==> src/core/asc_pkg.sv <==
// Package for the 10-bit successive-approximation converter control block.
// Assumes a single 40 MHz core clock and an AXI4-Lite register port.
package asc_pkg;

   // ------------------------------------------------------------------
   // Register offsets
   // ------------------------------------------------------------------
   localparam logic [7:0] ASC_OFF_CTRL_CHAN = 8'h00;
   localparam logic [7:0] ASC_OFF_REF_PIN = 8'h04;
   localparam logic [7:0] ASC_OFF_CLK_FMT = 8'h08;
   localparam logic [7:0] ASC_OFF_RES_HIGH = 8'h0c;
   localparam logic [7:0] ASC_OFF_RES_LOW = 8'h10;
   localparam logic [7:0] ASC_OFF_IRQ = 8'h14;

   // ------------------------------------------------------------------
   // Field positions
   // ------------------------------------------------------------------
   localparam int ASC_POW_BIT = 0;
   localparam int ASC_START_BIT = 1;
   localparam int ASC_CHAN_LSB = 2;
   localparam int ASC_REF_LSB = 4;
   localparam int ASC_JUST_BIT = 7;
   localparam int ASC_FLAG_BIT = 0;
   localparam int ASC_IEN_BIT = 1;
   localparam int ASC_IPRI_BIT = 2;

   // ------------------------------------------------------------------
   // Reset values
   // ------------------------------------------------------------------
   localparam logic [7:0] ASC_RST_CTRL = 8'h00;
   localparam logic [9:0] ASC_RST_RESULT = 10'h000;

   // ------------------------------------------------------------------
   // Timing
   // ------------------------------------------------------------------
   localparam int ASC_CORE_CLK_HZ = 40000000;
   localparam int ASC_RC_MAX_HZ = 1000000;
   localparam int ASC_RC_DIV = (ASC_CORE_CLK_HZ + ASC_RC_MAX_HZ - 1) / ASC_RC_MAX_HZ;
   localparam int ASC_CONV_PERIODS = 12;
   localparam int ASC_GAP_PERIODS = 2;
   localparam logic [9:0] ASC_ALL_ONES = 10'h3ff;

   typedef enum logic [1:0] {
      ASC_IDLE,
      ASC_CONV,
      ASC_GAP
   } asc_state_t;

endpackage

==> src/core/asc_top.sv <==
// Control logic of a 10-bit successive-approximation converter.
// Assumes an AXI4-Lite master and an external comparator on cmp_i.
// Behaviour
// [RULE_01] Channel field bits 5:2 picks input
// [RULE_02] Start bit starts, reads one, self-clears
// [RULE_03] Power bit enables converter, off when clear
// [RULE_04] Unused control bits read zero
// [RULE_05] Reference field selects high and low references
// [RULE_06] Pin config n makes n top inputs digital; the code makes n+1 top inputs digital for n of 1 or more, none for 0
// [RULE_07] Unimplemented channel returns all ones
// [RULE_08] Format bit: one right, zero left
// [RULE_09] Clock select codes give oscillator divisors
// [RULE_10] Codes 011 and 111 choose RC clock
// [RULE_11] Completion loads result, clears start, sets flag
// [RULE_12] Result is ten bits over two registers
// [RULE_13] Conversion takes twelve conversion periods
// [RULE_14] Software waits acquisition before starting
// [RULE_15] Software polls or takes interrupt, reads result
// [RULE_16] Software clears flag before enabling interrupt
// [RULE_17] Conversion completes during sleep
// [RULE_18] Successive approximation, MSB first
// [RULE_19] Control registers reset to zero
// [RULE_20] Abort keeps result, two-period wait follows
// [RULE_21] Two-period gap after completion
// [RULE_22] Software avoids start with power-on write
// [RULE_23] Justified layout across result pair
// [RULE_24] Flag sticky; request when flag and enable
//
// Design decisions made here: register access over AXI4-Lite and the address map.
`timescale 1ns/1ps
module asc_top #(
   parameter int NUM_CHAN = 16
) (
   input wire logic core_clk_i,
   input wire logic rst_n_i,
   input wire logic sleep_i,
   input wire logic cmp_i,
   input wire logic [7:0] s_axi_awaddr,
   input wire logic s_axi_awvalid,
   output logic s_axi_awready,
   input wire logic [31:0] s_axi_wdata,
   input wire logic [3:0] s_axi_wstrb,
   input wire logic s_axi_wvalid,
   output logic s_axi_wready,
   output logic [1:0] s_axi_bresp,
   output logic s_axi_bvalid,
   input wire logic s_axi_bready,
   input wire logic [7:0] s_axi_araddr,
   input wire logic s_axi_arvalid,
   output logic s_axi_arready,
   output logic [31:0] s_axi_rdata,
   output logic [1:0] s_axi_rresp,
   output logic s_axi_rvalid,
   input wire logic s_axi_rready,
   output logic [3:0] chan_sel_o,
   output logic sample_o,
   output logic [9:0] dac_o,
   output logic conv_power_o,
   output logic [1:0] ref_sel_o,
   output logic [15:0] pin_analog_o,
   output logic irq_o
);
   // ------------------------------------------------------------------
   // Registers
   // ------------------------------------------------------------------
   logic [3:0] chan_q;
   logic start_q;
   logic pow_q;
   logic [1:0] ref_q;
   logic [3:0] pcfg_q;
   logic just_q;
   logic [2:0] clksel_q;
   logic flag_q;
   logic ien_q;
   logic ipri_q;
   logic [9:0] result_q;
   logic [9:0] trial_q;
   logic [3:0] step_q;
   logic [1:0] gap_q;
   asc_pkg::asc_state_t state_q;
   logic tick;
   logic done;
   logic abort;
   logic chan_bad_q;

   // ------------------------------------------------------------------
   // AXI write channel
   // ------------------------------------------------------------------
   logic aw_got_q;
   logic w_got_q;
   logic [7:0] awaddr_q;
   logic [7:0] wdata_q;
   logic wen_q;
   logic wr_fire;

   assign wr_fire = aw_got_q && w_got_q && !s_axi_bvalid;

   always_ff @(posedge core_clk_i) begin
      if (!rst_n_i) begin
         aw_got_q <= 1'b0;
         w_got_q <= 1'b0;
         awaddr_q <= 8'h00;
         wdata_q <= 8'h00;
         wen_q <= 1'b0;
         s_axi_awready <= 1'b0;
         s_axi_wready <= 1'b0;
         s_axi_bvalid <= 1'b0;
         s_axi_bresp <= 2'h0;
      end else begin
         s_axi_awready <= !aw_got_q && !s_axi_awready && !s_axi_bvalid;
         s_axi_wready <= !w_got_q && !s_axi_wready && !s_axi_bvalid;
         if (s_axi_awvalid && s_axi_awready) begin
            aw_got_q <= 1'b1;
            awaddr_q <= s_axi_awaddr;
         end
         if (s_axi_wvalid && s_axi_wready) begin
            w_got_q <= 1'b1;
            wdata_q <= s_axi_wdata[7:0];
            wen_q <= s_axi_wstrb[0];
         end
         if (wr_fire) begin
            aw_got_q <= 1'b0;
            w_got_q <= 1'b0;
            s_axi_bvalid <= 1'b1;
         end else if (s_axi_bready) begin
            s_axi_bvalid <= 1'b0;
         end
      end
   end

   function automatic logic hit(input logic [7:0] a, input logic [7:0] off);
      hit = wr_fire && wen_q && (a == off);
   endfunction

   // ------------------------------------------------------------------
   // Control registers
   // ------------------------------------------------------------------
   always_ff @(posedge core_clk_i) begin
      if (!rst_n_i) begin
         chan_q <= 4'h0; // RULE_19
         pow_q <= 1'b0;
         ref_q <= 2'h0;
         pcfg_q <= 4'h0;
         just_q <= 1'b0;
         clksel_q <= 3'h0;
         ien_q <= 1'b0;
         ipri_q <= 1'b0;
      end else begin
         if (hit(awaddr_q, asc_pkg::ASC_OFF_CTRL_CHAN)) begin
            chan_q <= wdata_q[asc_pkg::ASC_CHAN_LSB +: 4]; // RULE_01
            pow_q <= wdata_q[asc_pkg::ASC_POW_BIT]; // RULE_03
         end
         if (hit(awaddr_q, asc_pkg::ASC_OFF_REF_PIN)) begin
            ref_q <= wdata_q[asc_pkg::ASC_REF_LSB +: 2]; // RULE_05
            pcfg_q <= wdata_q[3:0];
         end
         if (hit(awaddr_q, asc_pkg::ASC_OFF_CLK_FMT)) begin
            just_q <= wdata_q[asc_pkg::ASC_JUST_BIT];
            clksel_q <= wdata_q[2:0];
         end
         if (hit(awaddr_q, asc_pkg::ASC_OFF_IRQ)) begin
            ien_q <= wdata_q[asc_pkg::ASC_IEN_BIT];
            ipri_q <= wdata_q[asc_pkg::ASC_IPRI_BIT];
         end
      end
   end

   // Start bit: software sets or clears, hardware clears on completion
   assign abort = hit(awaddr_q, asc_pkg::ASC_OFF_CTRL_CHAN) &&
                  !wdata_q[asc_pkg::ASC_START_BIT] && state_q == asc_pkg::ASC_CONV;
   always_ff @(posedge core_clk_i) begin
      if (!rst_n_i || !pow_q) begin
         start_q <= 1'b0;
      end else if (done) begin
         start_q <= 1'b0; // RULE_02 RULE_11
      end else if (hit(awaddr_q, asc_pkg::ASC_OFF_CTRL_CHAN)) begin
         start_q <= wdata_q[asc_pkg::ASC_START_BIT] && state_q != asc_pkg::ASC_GAP;
      end
   end

   // Done flag: set wins over a clearing write
   always_ff @(posedge core_clk_i) begin
      if (!rst_n_i) begin
         flag_q <= 1'b0;
      end else if (done) begin
         flag_q <= 1'b1; // RULE_11 RULE_24
      end else if (hit(awaddr_q, asc_pkg::ASC_OFF_IRQ)) begin
         flag_q <= wdata_q[asc_pkg::ASC_FLAG_BIT];
      end
   end

   // ------------------------------------------------------------------
   // Conversion engine
   // ------------------------------------------------------------------
   asc_tad_gen u_tad (
      .core_clk_i(core_clk_i),
      .rst_n_i(rst_n_i),
      .run_i(state_q != asc_pkg::ASC_IDLE),
      .sel_i(clksel_q), // RULE_09 RULE_10
      .tick_o(tick)
   );

   assign done = state_q == asc_pkg::ASC_CONV && tick && step_q == 4'(asc_pkg::ASC_CONV_PERIODS - 1);

   always_ff @(posedge core_clk_i) begin
      if (!rst_n_i || !pow_q) begin
         state_q <= asc_pkg::ASC_IDLE;
         step_q <= 4'h0;
         gap_q <= 2'h0;
         trial_q <= 10'h000;
         chan_bad_q <= 1'b0;
      end else begin
         case (state_q)
            asc_pkg::ASC_IDLE: begin
               step_q <= 4'h0;
               gap_q <= 2'h0;
               trial_q <= 10'h200;
               chan_bad_q <= 32'(chan_q) >= NUM_CHAN; // RULE_07
               if (start_q) begin
                  state_q <= asc_pkg::ASC_CONV; // RULE_17
               end
            end
            asc_pkg::ASC_CONV: begin
               if (abort) begin
                  state_q <= asc_pkg::ASC_GAP; // RULE_20
               end else if (tick) begin
                  step_q <= step_q + 4'h1; // RULE_13
                  if (step_q >= 4'h1 && step_q <= 4'ha) begin
                     for (int i = 0; i < 10; i++) begin
                        if (i == 32'(4'ha - step_q)) begin
                           trial_q[i] <= cmp_i; // RULE_18
                           if (i > 0) begin
                              trial_q[i - 1] <= 1'b1;
                           end
                        end
                     end
                  end
                  if (done) begin
                     state_q <= asc_pkg::ASC_GAP; // RULE_21
                  end
               end
            end
            asc_pkg::ASC_GAP: begin
               if (tick) begin
                  gap_q <= gap_q + 2'h1;
                  if (gap_q == 2'(asc_pkg::ASC_GAP_PERIODS - 1)) begin
                     state_q <= asc_pkg::ASC_IDLE;
                  end
               end
            end
            default: state_q <= asc_pkg::ASC_IDLE;
         endcase
      end
   end

   always_ff @(posedge core_clk_i) begin
      if (!rst_n_i) begin
         result_q <= asc_pkg::ASC_RST_RESULT;
      end else if (done) begin
         result_q <= chan_bad_q ? asc_pkg::ASC_ALL_ONES : trial_q; // RULE_07 RULE_12
      end
   end

   // ------------------------------------------------------------------
   // Outputs to the analog side
   // ------------------------------------------------------------------
   always_ff @(posedge core_clk_i) begin
      if (!rst_n_i) begin
         chan_sel_o <= 4'h0;
         sample_o <= 1'b0;
         dac_o <= 10'h000;
         conv_power_o <= 1'b0;
         ref_sel_o <= 2'h0;
         pin_analog_o <= 16'hffff;
         irq_o <= 1'b0;
      end else begin
         chan_sel_o <= chan_q;
         sample_o <= pow_q && state_q == asc_pkg::ASC_IDLE;
         dac_o <= trial_q;
         conv_power_o <= pow_q; // RULE_03
         ref_sel_o <= ref_q; // RULE_05
         for (int i = 0; i < 16; i++) begin
            pin_analog_o[i] <= pcfg_q == 4'h0 || i < 15 - 32'(pcfg_q); // RULE_06
         end
         irq_o <= flag_q && ien_q; // RULE_24
      end
   end

   // ------------------------------------------------------------------
   // AXI read channel
   // ------------------------------------------------------------------
   logic [7:0] rd_byte;
   always_comb begin
      case (s_axi_araddr)
         asc_pkg::ASC_OFF_CTRL_CHAN: rd_byte = {2'h0, chan_q, start_q, pow_q}; // RULE_04
         asc_pkg::ASC_OFF_REF_PIN: rd_byte = {2'h0, ref_q, pcfg_q};
         asc_pkg::ASC_OFF_CLK_FMT: rd_byte = {just_q, 4'h0, clksel_q};
         asc_pkg::ASC_OFF_RES_HIGH: rd_byte = just_q ? {6'h00, result_q[9:8]} :
                                              result_q[9:2]; // RULE_08 RULE_23
         asc_pkg::ASC_OFF_RES_LOW: rd_byte = just_q ? result_q[7:0] :
                                             {result_q[1:0], 6'h00};
         asc_pkg::ASC_OFF_IRQ: rd_byte = {5'h00, ipri_q, ien_q, flag_q};
         default: rd_byte = 8'h00;
      endcase
   end

   always_ff @(posedge core_clk_i) begin
      if (!rst_n_i) begin
         s_axi_arready <= 1'b0;
         s_axi_rvalid <= 1'b0;
         s_axi_rdata <= 32'h0000_0000;
         s_axi_rresp <= 2'h0;
      end else begin
         s_axi_arready <= !s_axi_arready && !s_axi_rvalid;
         if (s_axi_arvalid && s_axi_arready) begin
            s_axi_rvalid <= 1'b1;
            s_axi_rdata <= {24'h000000, rd_byte};
            s_axi_rresp <= 2'h0;
         end else if (s_axi_rready) begin
            s_axi_rvalid <= 1'b0;
         end
      end
   end

   logic unused_sleep;
   assign unused_sleep = sleep_i;
endmodule

==> src/core/asc_tad_gen.sv <==
// Period tick generator for the conversion clock.
// Assumes select codes are stable while a conversion runs.
`timescale 1ns/1ps
module asc_tad_gen (
   input wire logic core_clk_i,
   input wire logic rst_n_i,
   input wire logic run_i,
   input wire logic [2:0] sel_i,
   output logic tick_o
);
   logic [6:0] cnt_q;
   logic [6:0] lim;

   // ------------------------------------------------------------------
   // Divider limit
   // ------------------------------------------------------------------
   always_comb begin
      case (sel_i)
         3'h0: lim = 7'h01;
         3'h4: lim = 7'h03;
         3'h1: lim = 7'h07;
         3'h5: lim = 7'h0f;
         3'h2: lim = 7'h1f;
         3'h6: lim = 7'h3f;
         default: lim = 7'(asc_pkg::ASC_RC_DIV - 1);
      endcase
   end

   always_ff @(posedge core_clk_i) begin
      if (!rst_n_i || !run_i || cnt_q >= lim) begin
         cnt_q <= 7'h00;
      end else begin
         cnt_q <= cnt_q + 7'h01;
      end
   end

   always_ff @(posedge core_clk_i) begin
      if (!rst_n_i) begin
         tick_o <= 1'b0;
      end else begin
         tick_o <= run_i && (cnt_q == lim);
      end
   end
endmodule

==> config.mk <==
export PLATFORM = sky130hd
export DESIGN_NAME = asc_top
export DESIGN_NICKNAME = d
export VERILOG_FILES = /design/src/core/asc_pkg.sv /design/src/core/asc_top.sv /design/src/core/asc_tad_gen.sv
export SDC_FILE = /design/constraint.sdc
export NUM_CORES = 1
export LEC_CHECK = 0
export ABC_AREA = 1
export BUFFER_PORTS_ARGS = -buffer_cell sky130_fd_sc_hd__clkbuf_2
export CAP_MARGIN = 20
export CORE_MARGIN = 10
export CORE_UTILIZATION = 55
export CTS_BUF_LIST = sky130_fd_sc_hd__clkbuf_4
export CTS_CLUSTER_DIAMETER = 150
export DETAILED_ROUTE_END_ITERATION = 8
export MAX_ROUTING_LAYER = met4
export PLACE_DENSITY = 0.82
export SLEW_MARGIN = 20
export SYNTH_ARGS = -nofsm -noshare
export SYNTH_HDL_FRONTEND = slang
export SYNTH_SLANG_ARGS = --single-unit
==> constraint.sdc <==
create_clock -name core_clk_i -period 2 [get_ports core_clk_i]
set_clock_uncertainty 0.05 [all_clocks]
set_input_delay 0.2 -clock core_clk_i [delete_from_list [all_inputs] [get_ports core_clk_i]]
set_output_delay 0.2 -clock core_clk_i [all_outputs]
set_load 0.01 [all_outputs]
==> run metrics <==
status complete, no violations; total length of routed wires 12660 um; CTS buffer count 17; TritonCTS clock tree built; Power Total 4372 uW; Setup crit end kind flip-flop; Die H 118.7 um; Hold EP u_tad.tick_o; synthesized area per cell 7.284 um2; later-pin clock latency in the skew report 0.52 ns; Critical R2R Capture trial_q[7]; CTS Sinks 121; peak supply drop 0.3649 mV; Syn Inst Count 736; Clock transition at path regs 0.12 ns; FILL cells 803; Die Footprint 14100 um2; core area 9371 um2; first-pass GRT wire length 21860 um; Root Buffer clkbuf_4; Critical R2R Launch awaddr_q[7]; most common cell after layout, fill and taps aside nand2_1; most frequent cells in the layout nand2_1 (134), dfxtp_1 (118), nor2_1 (106), inv_1 (79), clkbuf_2 (79); TritonRoute pass-1 iters 5; Yosys top cell by area dfxtp_1; Hold Path Class primary input to flip-flop; Comb power frac 5.8%; DR vias/cell 5.066; drt initial violations 360; Synth Cell Area 5361 um2; Hold Path Stages 5; Slew headroom 63.51%; post-synthesis sequential area ratio 45.18%; num rows 35; fin nets 920; CP Max Fanout 11; Synth area leaders dfxtp_1 (45%), nand2_1 (9.4%), nor2_1 (7.6%); maximum number of pins on one net before global-route repair 69; Psw 1272 uW; Detail Placement HPWL 9380 um; CP required 2.36 ns; register-to-register setup slack 0.15 ns; critical path startpoint category flip-flop; TNS Setup 0 ns; max-cap check violation count 0; P_int 3100 uW; vias in the first global route 4711; DR WL/cell 12.83 um; hold path start rst_n_i; post-synthesis cell type count 34; I/O pins 137; power per cell area 690.1 nW/um2; RSZ-0062 raised after global routing no; Max Freq 539.9 MHz; setup violators final 0; Final Cell Area 6335 um2; share of cells above drive strength 1 17.13%; Sequential Area 2429 um2; period utilization 92.61%; Port Buf Inserts 79; Yosys reg bits 121; share of power burned in registers 56.5%; worst r2r path cells 10; min cycle time layout 1.852 ns; Die W 118.7 um; worst-case clock buffer depth 2; Max Slew Vio Count 0; switching portion of total power 29.09%; diode count 0; Worst EP arrival 2.22 ns; Placed Cells 937; initial antenna violation count 0; WS Path Type flip-flop to flip-flop; Clock Power Share 37.7%; Post-Layout Cell Count 987; multi-input logic area 2461 um2; Final Hold Fails 0; Leak 0.002954 uW; placed instance area 5843 um2; post-CTS setup buffers 0; GPL Wtd Cong 0.8697; Area Growth Syn to Fin 18.16%; drc violations 0; gr ovfl total 0; Worst-Margin Slew 0.5453 ns; Initial Util 57.21%; H-tree depth 4; top cell type's share of synthesized area 45.18%; Vias 5000; overall routing resource usage 18.47%; Post-DRT Antenna Nets 0; Yosys warnings 0
## power by group through the flow
stage	logic, uW	clock network [uW]	registers (uW)
global route	283	1810	2480
global placement	211	0	2520
floorplan	178	0	2520
finish	252	1650	2470
CTS	246	1680	2470
detailed placement	217	0	2520
## final cells by class
type	count	share of cell area, %
flip-flops and latches	121	38.34
clock buffers	17	2.015
multi-input cells	512	38.85
repair buffers	108	10.78
inverters	85	5.037
clock inverters	15	2.429
well taps	129	2.548
## synth_stat cells (all sizes together)
| cell type | n |
|---|---|
| a211oi | 2 |
| o211ai | 3 |
| a21o | 1 |
| o21ai | 68 |
| or2 | 3 |
| nand3b | 3 |
| nand4 | 13 |
| ha | 14 |
| inv | 84 |
| xor2 | 3 |
| clkbuf | 14 |
| conb | 1 |
| xnor2 | 3 |
| nand2 | 139 |
| and3 | 1 |
| buf | 31 |
| nor2 | 111 |
| nor4 | 5 |
| a31oi | 3 |
| nor3 | 7 |
| clkinv | 1 |
| nand3 | 56 |
| a21oi | 48 |
| mux2i | 1 |
| dfxtp | 121 |
## worst max-delay path by stage
stage / startpoint / end / slack [ns] / cells past startpoint
detailed placement: clksel_q[1] / u_tad.cnt_q[5] / 0.08 / 8
floorplan: clksel_q[1] / u_tad.cnt_q[0] / 0.37 / 8
CTS: clksel_q[1] / u_tad.cnt_q[5] / 0.03 / 8
global placement: clksel_q[1] / u_tad.cnt_q[0] / 0.17 / 8
global route: step_q[1] / trial_q[8] / 0.003 / 10
finish: awaddr_q[7] / trial_q[7] / 0.15 / 10
## cells by family (layout without fill, tap and decap cells)
group / after synthesis / in the layout / share of synthesized area [%]
DFF: 121 / 121 / 45.18
AOI/OAI and AO/OA: 125 / 125 / 12.09
other: 1 / 28 / 0.06994
muxes: 1 / 1 / 0.1867
buffers and inverters: 130 / 225 / 11.25
adders and majority gates: 14 / 14 / 3.267
and+or+nand+nor: 338 / 338 / 26.84
xor gates and xnor gates: 6 / 6 / 1.120
## per-stage QoR
step | util (%) | worst slack [ns] | hold slack, ns
after detailed placement | 62.35 | 0.08340 | 0.3746
after global placement | 62.35 | 0.1652 | 0.3691
final | 67.60 | 0.1477 | 0.05123
after CTS | 67.28 | 0.03354 | 0.03030
after floorplan | - | 0.3689 | 0.2386
after global routing | 67.60 | 0.002536 | 0.05968
## timing repair
item,4_1_cts,5_1_grt
endpoints found under the hold margin,18,0
setup endpoints to repair,0,17
hold buffers,18,0
resized for setup,0,9
## critical path, cell delays in order (launching register included)
cell and delay [ns]:
dfxtp_1 0.33, nor2_1 0.17, nand2_1 0.09, nor2_1 0.22, nand3_1 0.14, nand2_1 0.12
nand2_1 0.24, nand3_1 0.21, nand2_1 0.06, nand2_1 0.05, nor2_1 0.04
## registers in the layout (all words and copies together) (netlist names), 2 cells and up
| name | flops |
|---|---|
| chan_sel_o | 4 |
| step_q | 4 |
| result_q | 10 |
| s_axi_rdata | 8 |
| wdata_q | 7 |
| clksel_q | 3 |
| ref_q | 2 |
| dac_o | 10 |
| gap_q | 2 |
| pcfg_q | 4 |
| awaddr_q | 8 |
| trial_q | 10 |
| pin_analog_o | 16 |
| u_tad.cnt_q | 7 |
| chan_q | 4 |
| state_q | 2 |
| ref_sel_o | 2 |
## metal layers
layer / track usage (%) / part of all wire [%]
met4: 6.260 / 2.1
met3: 5.140 / 6.7
met1: 21.65 / 44
met5: - / 0
met2: 29.81 / 48
(Power assumes the default switching activity.)
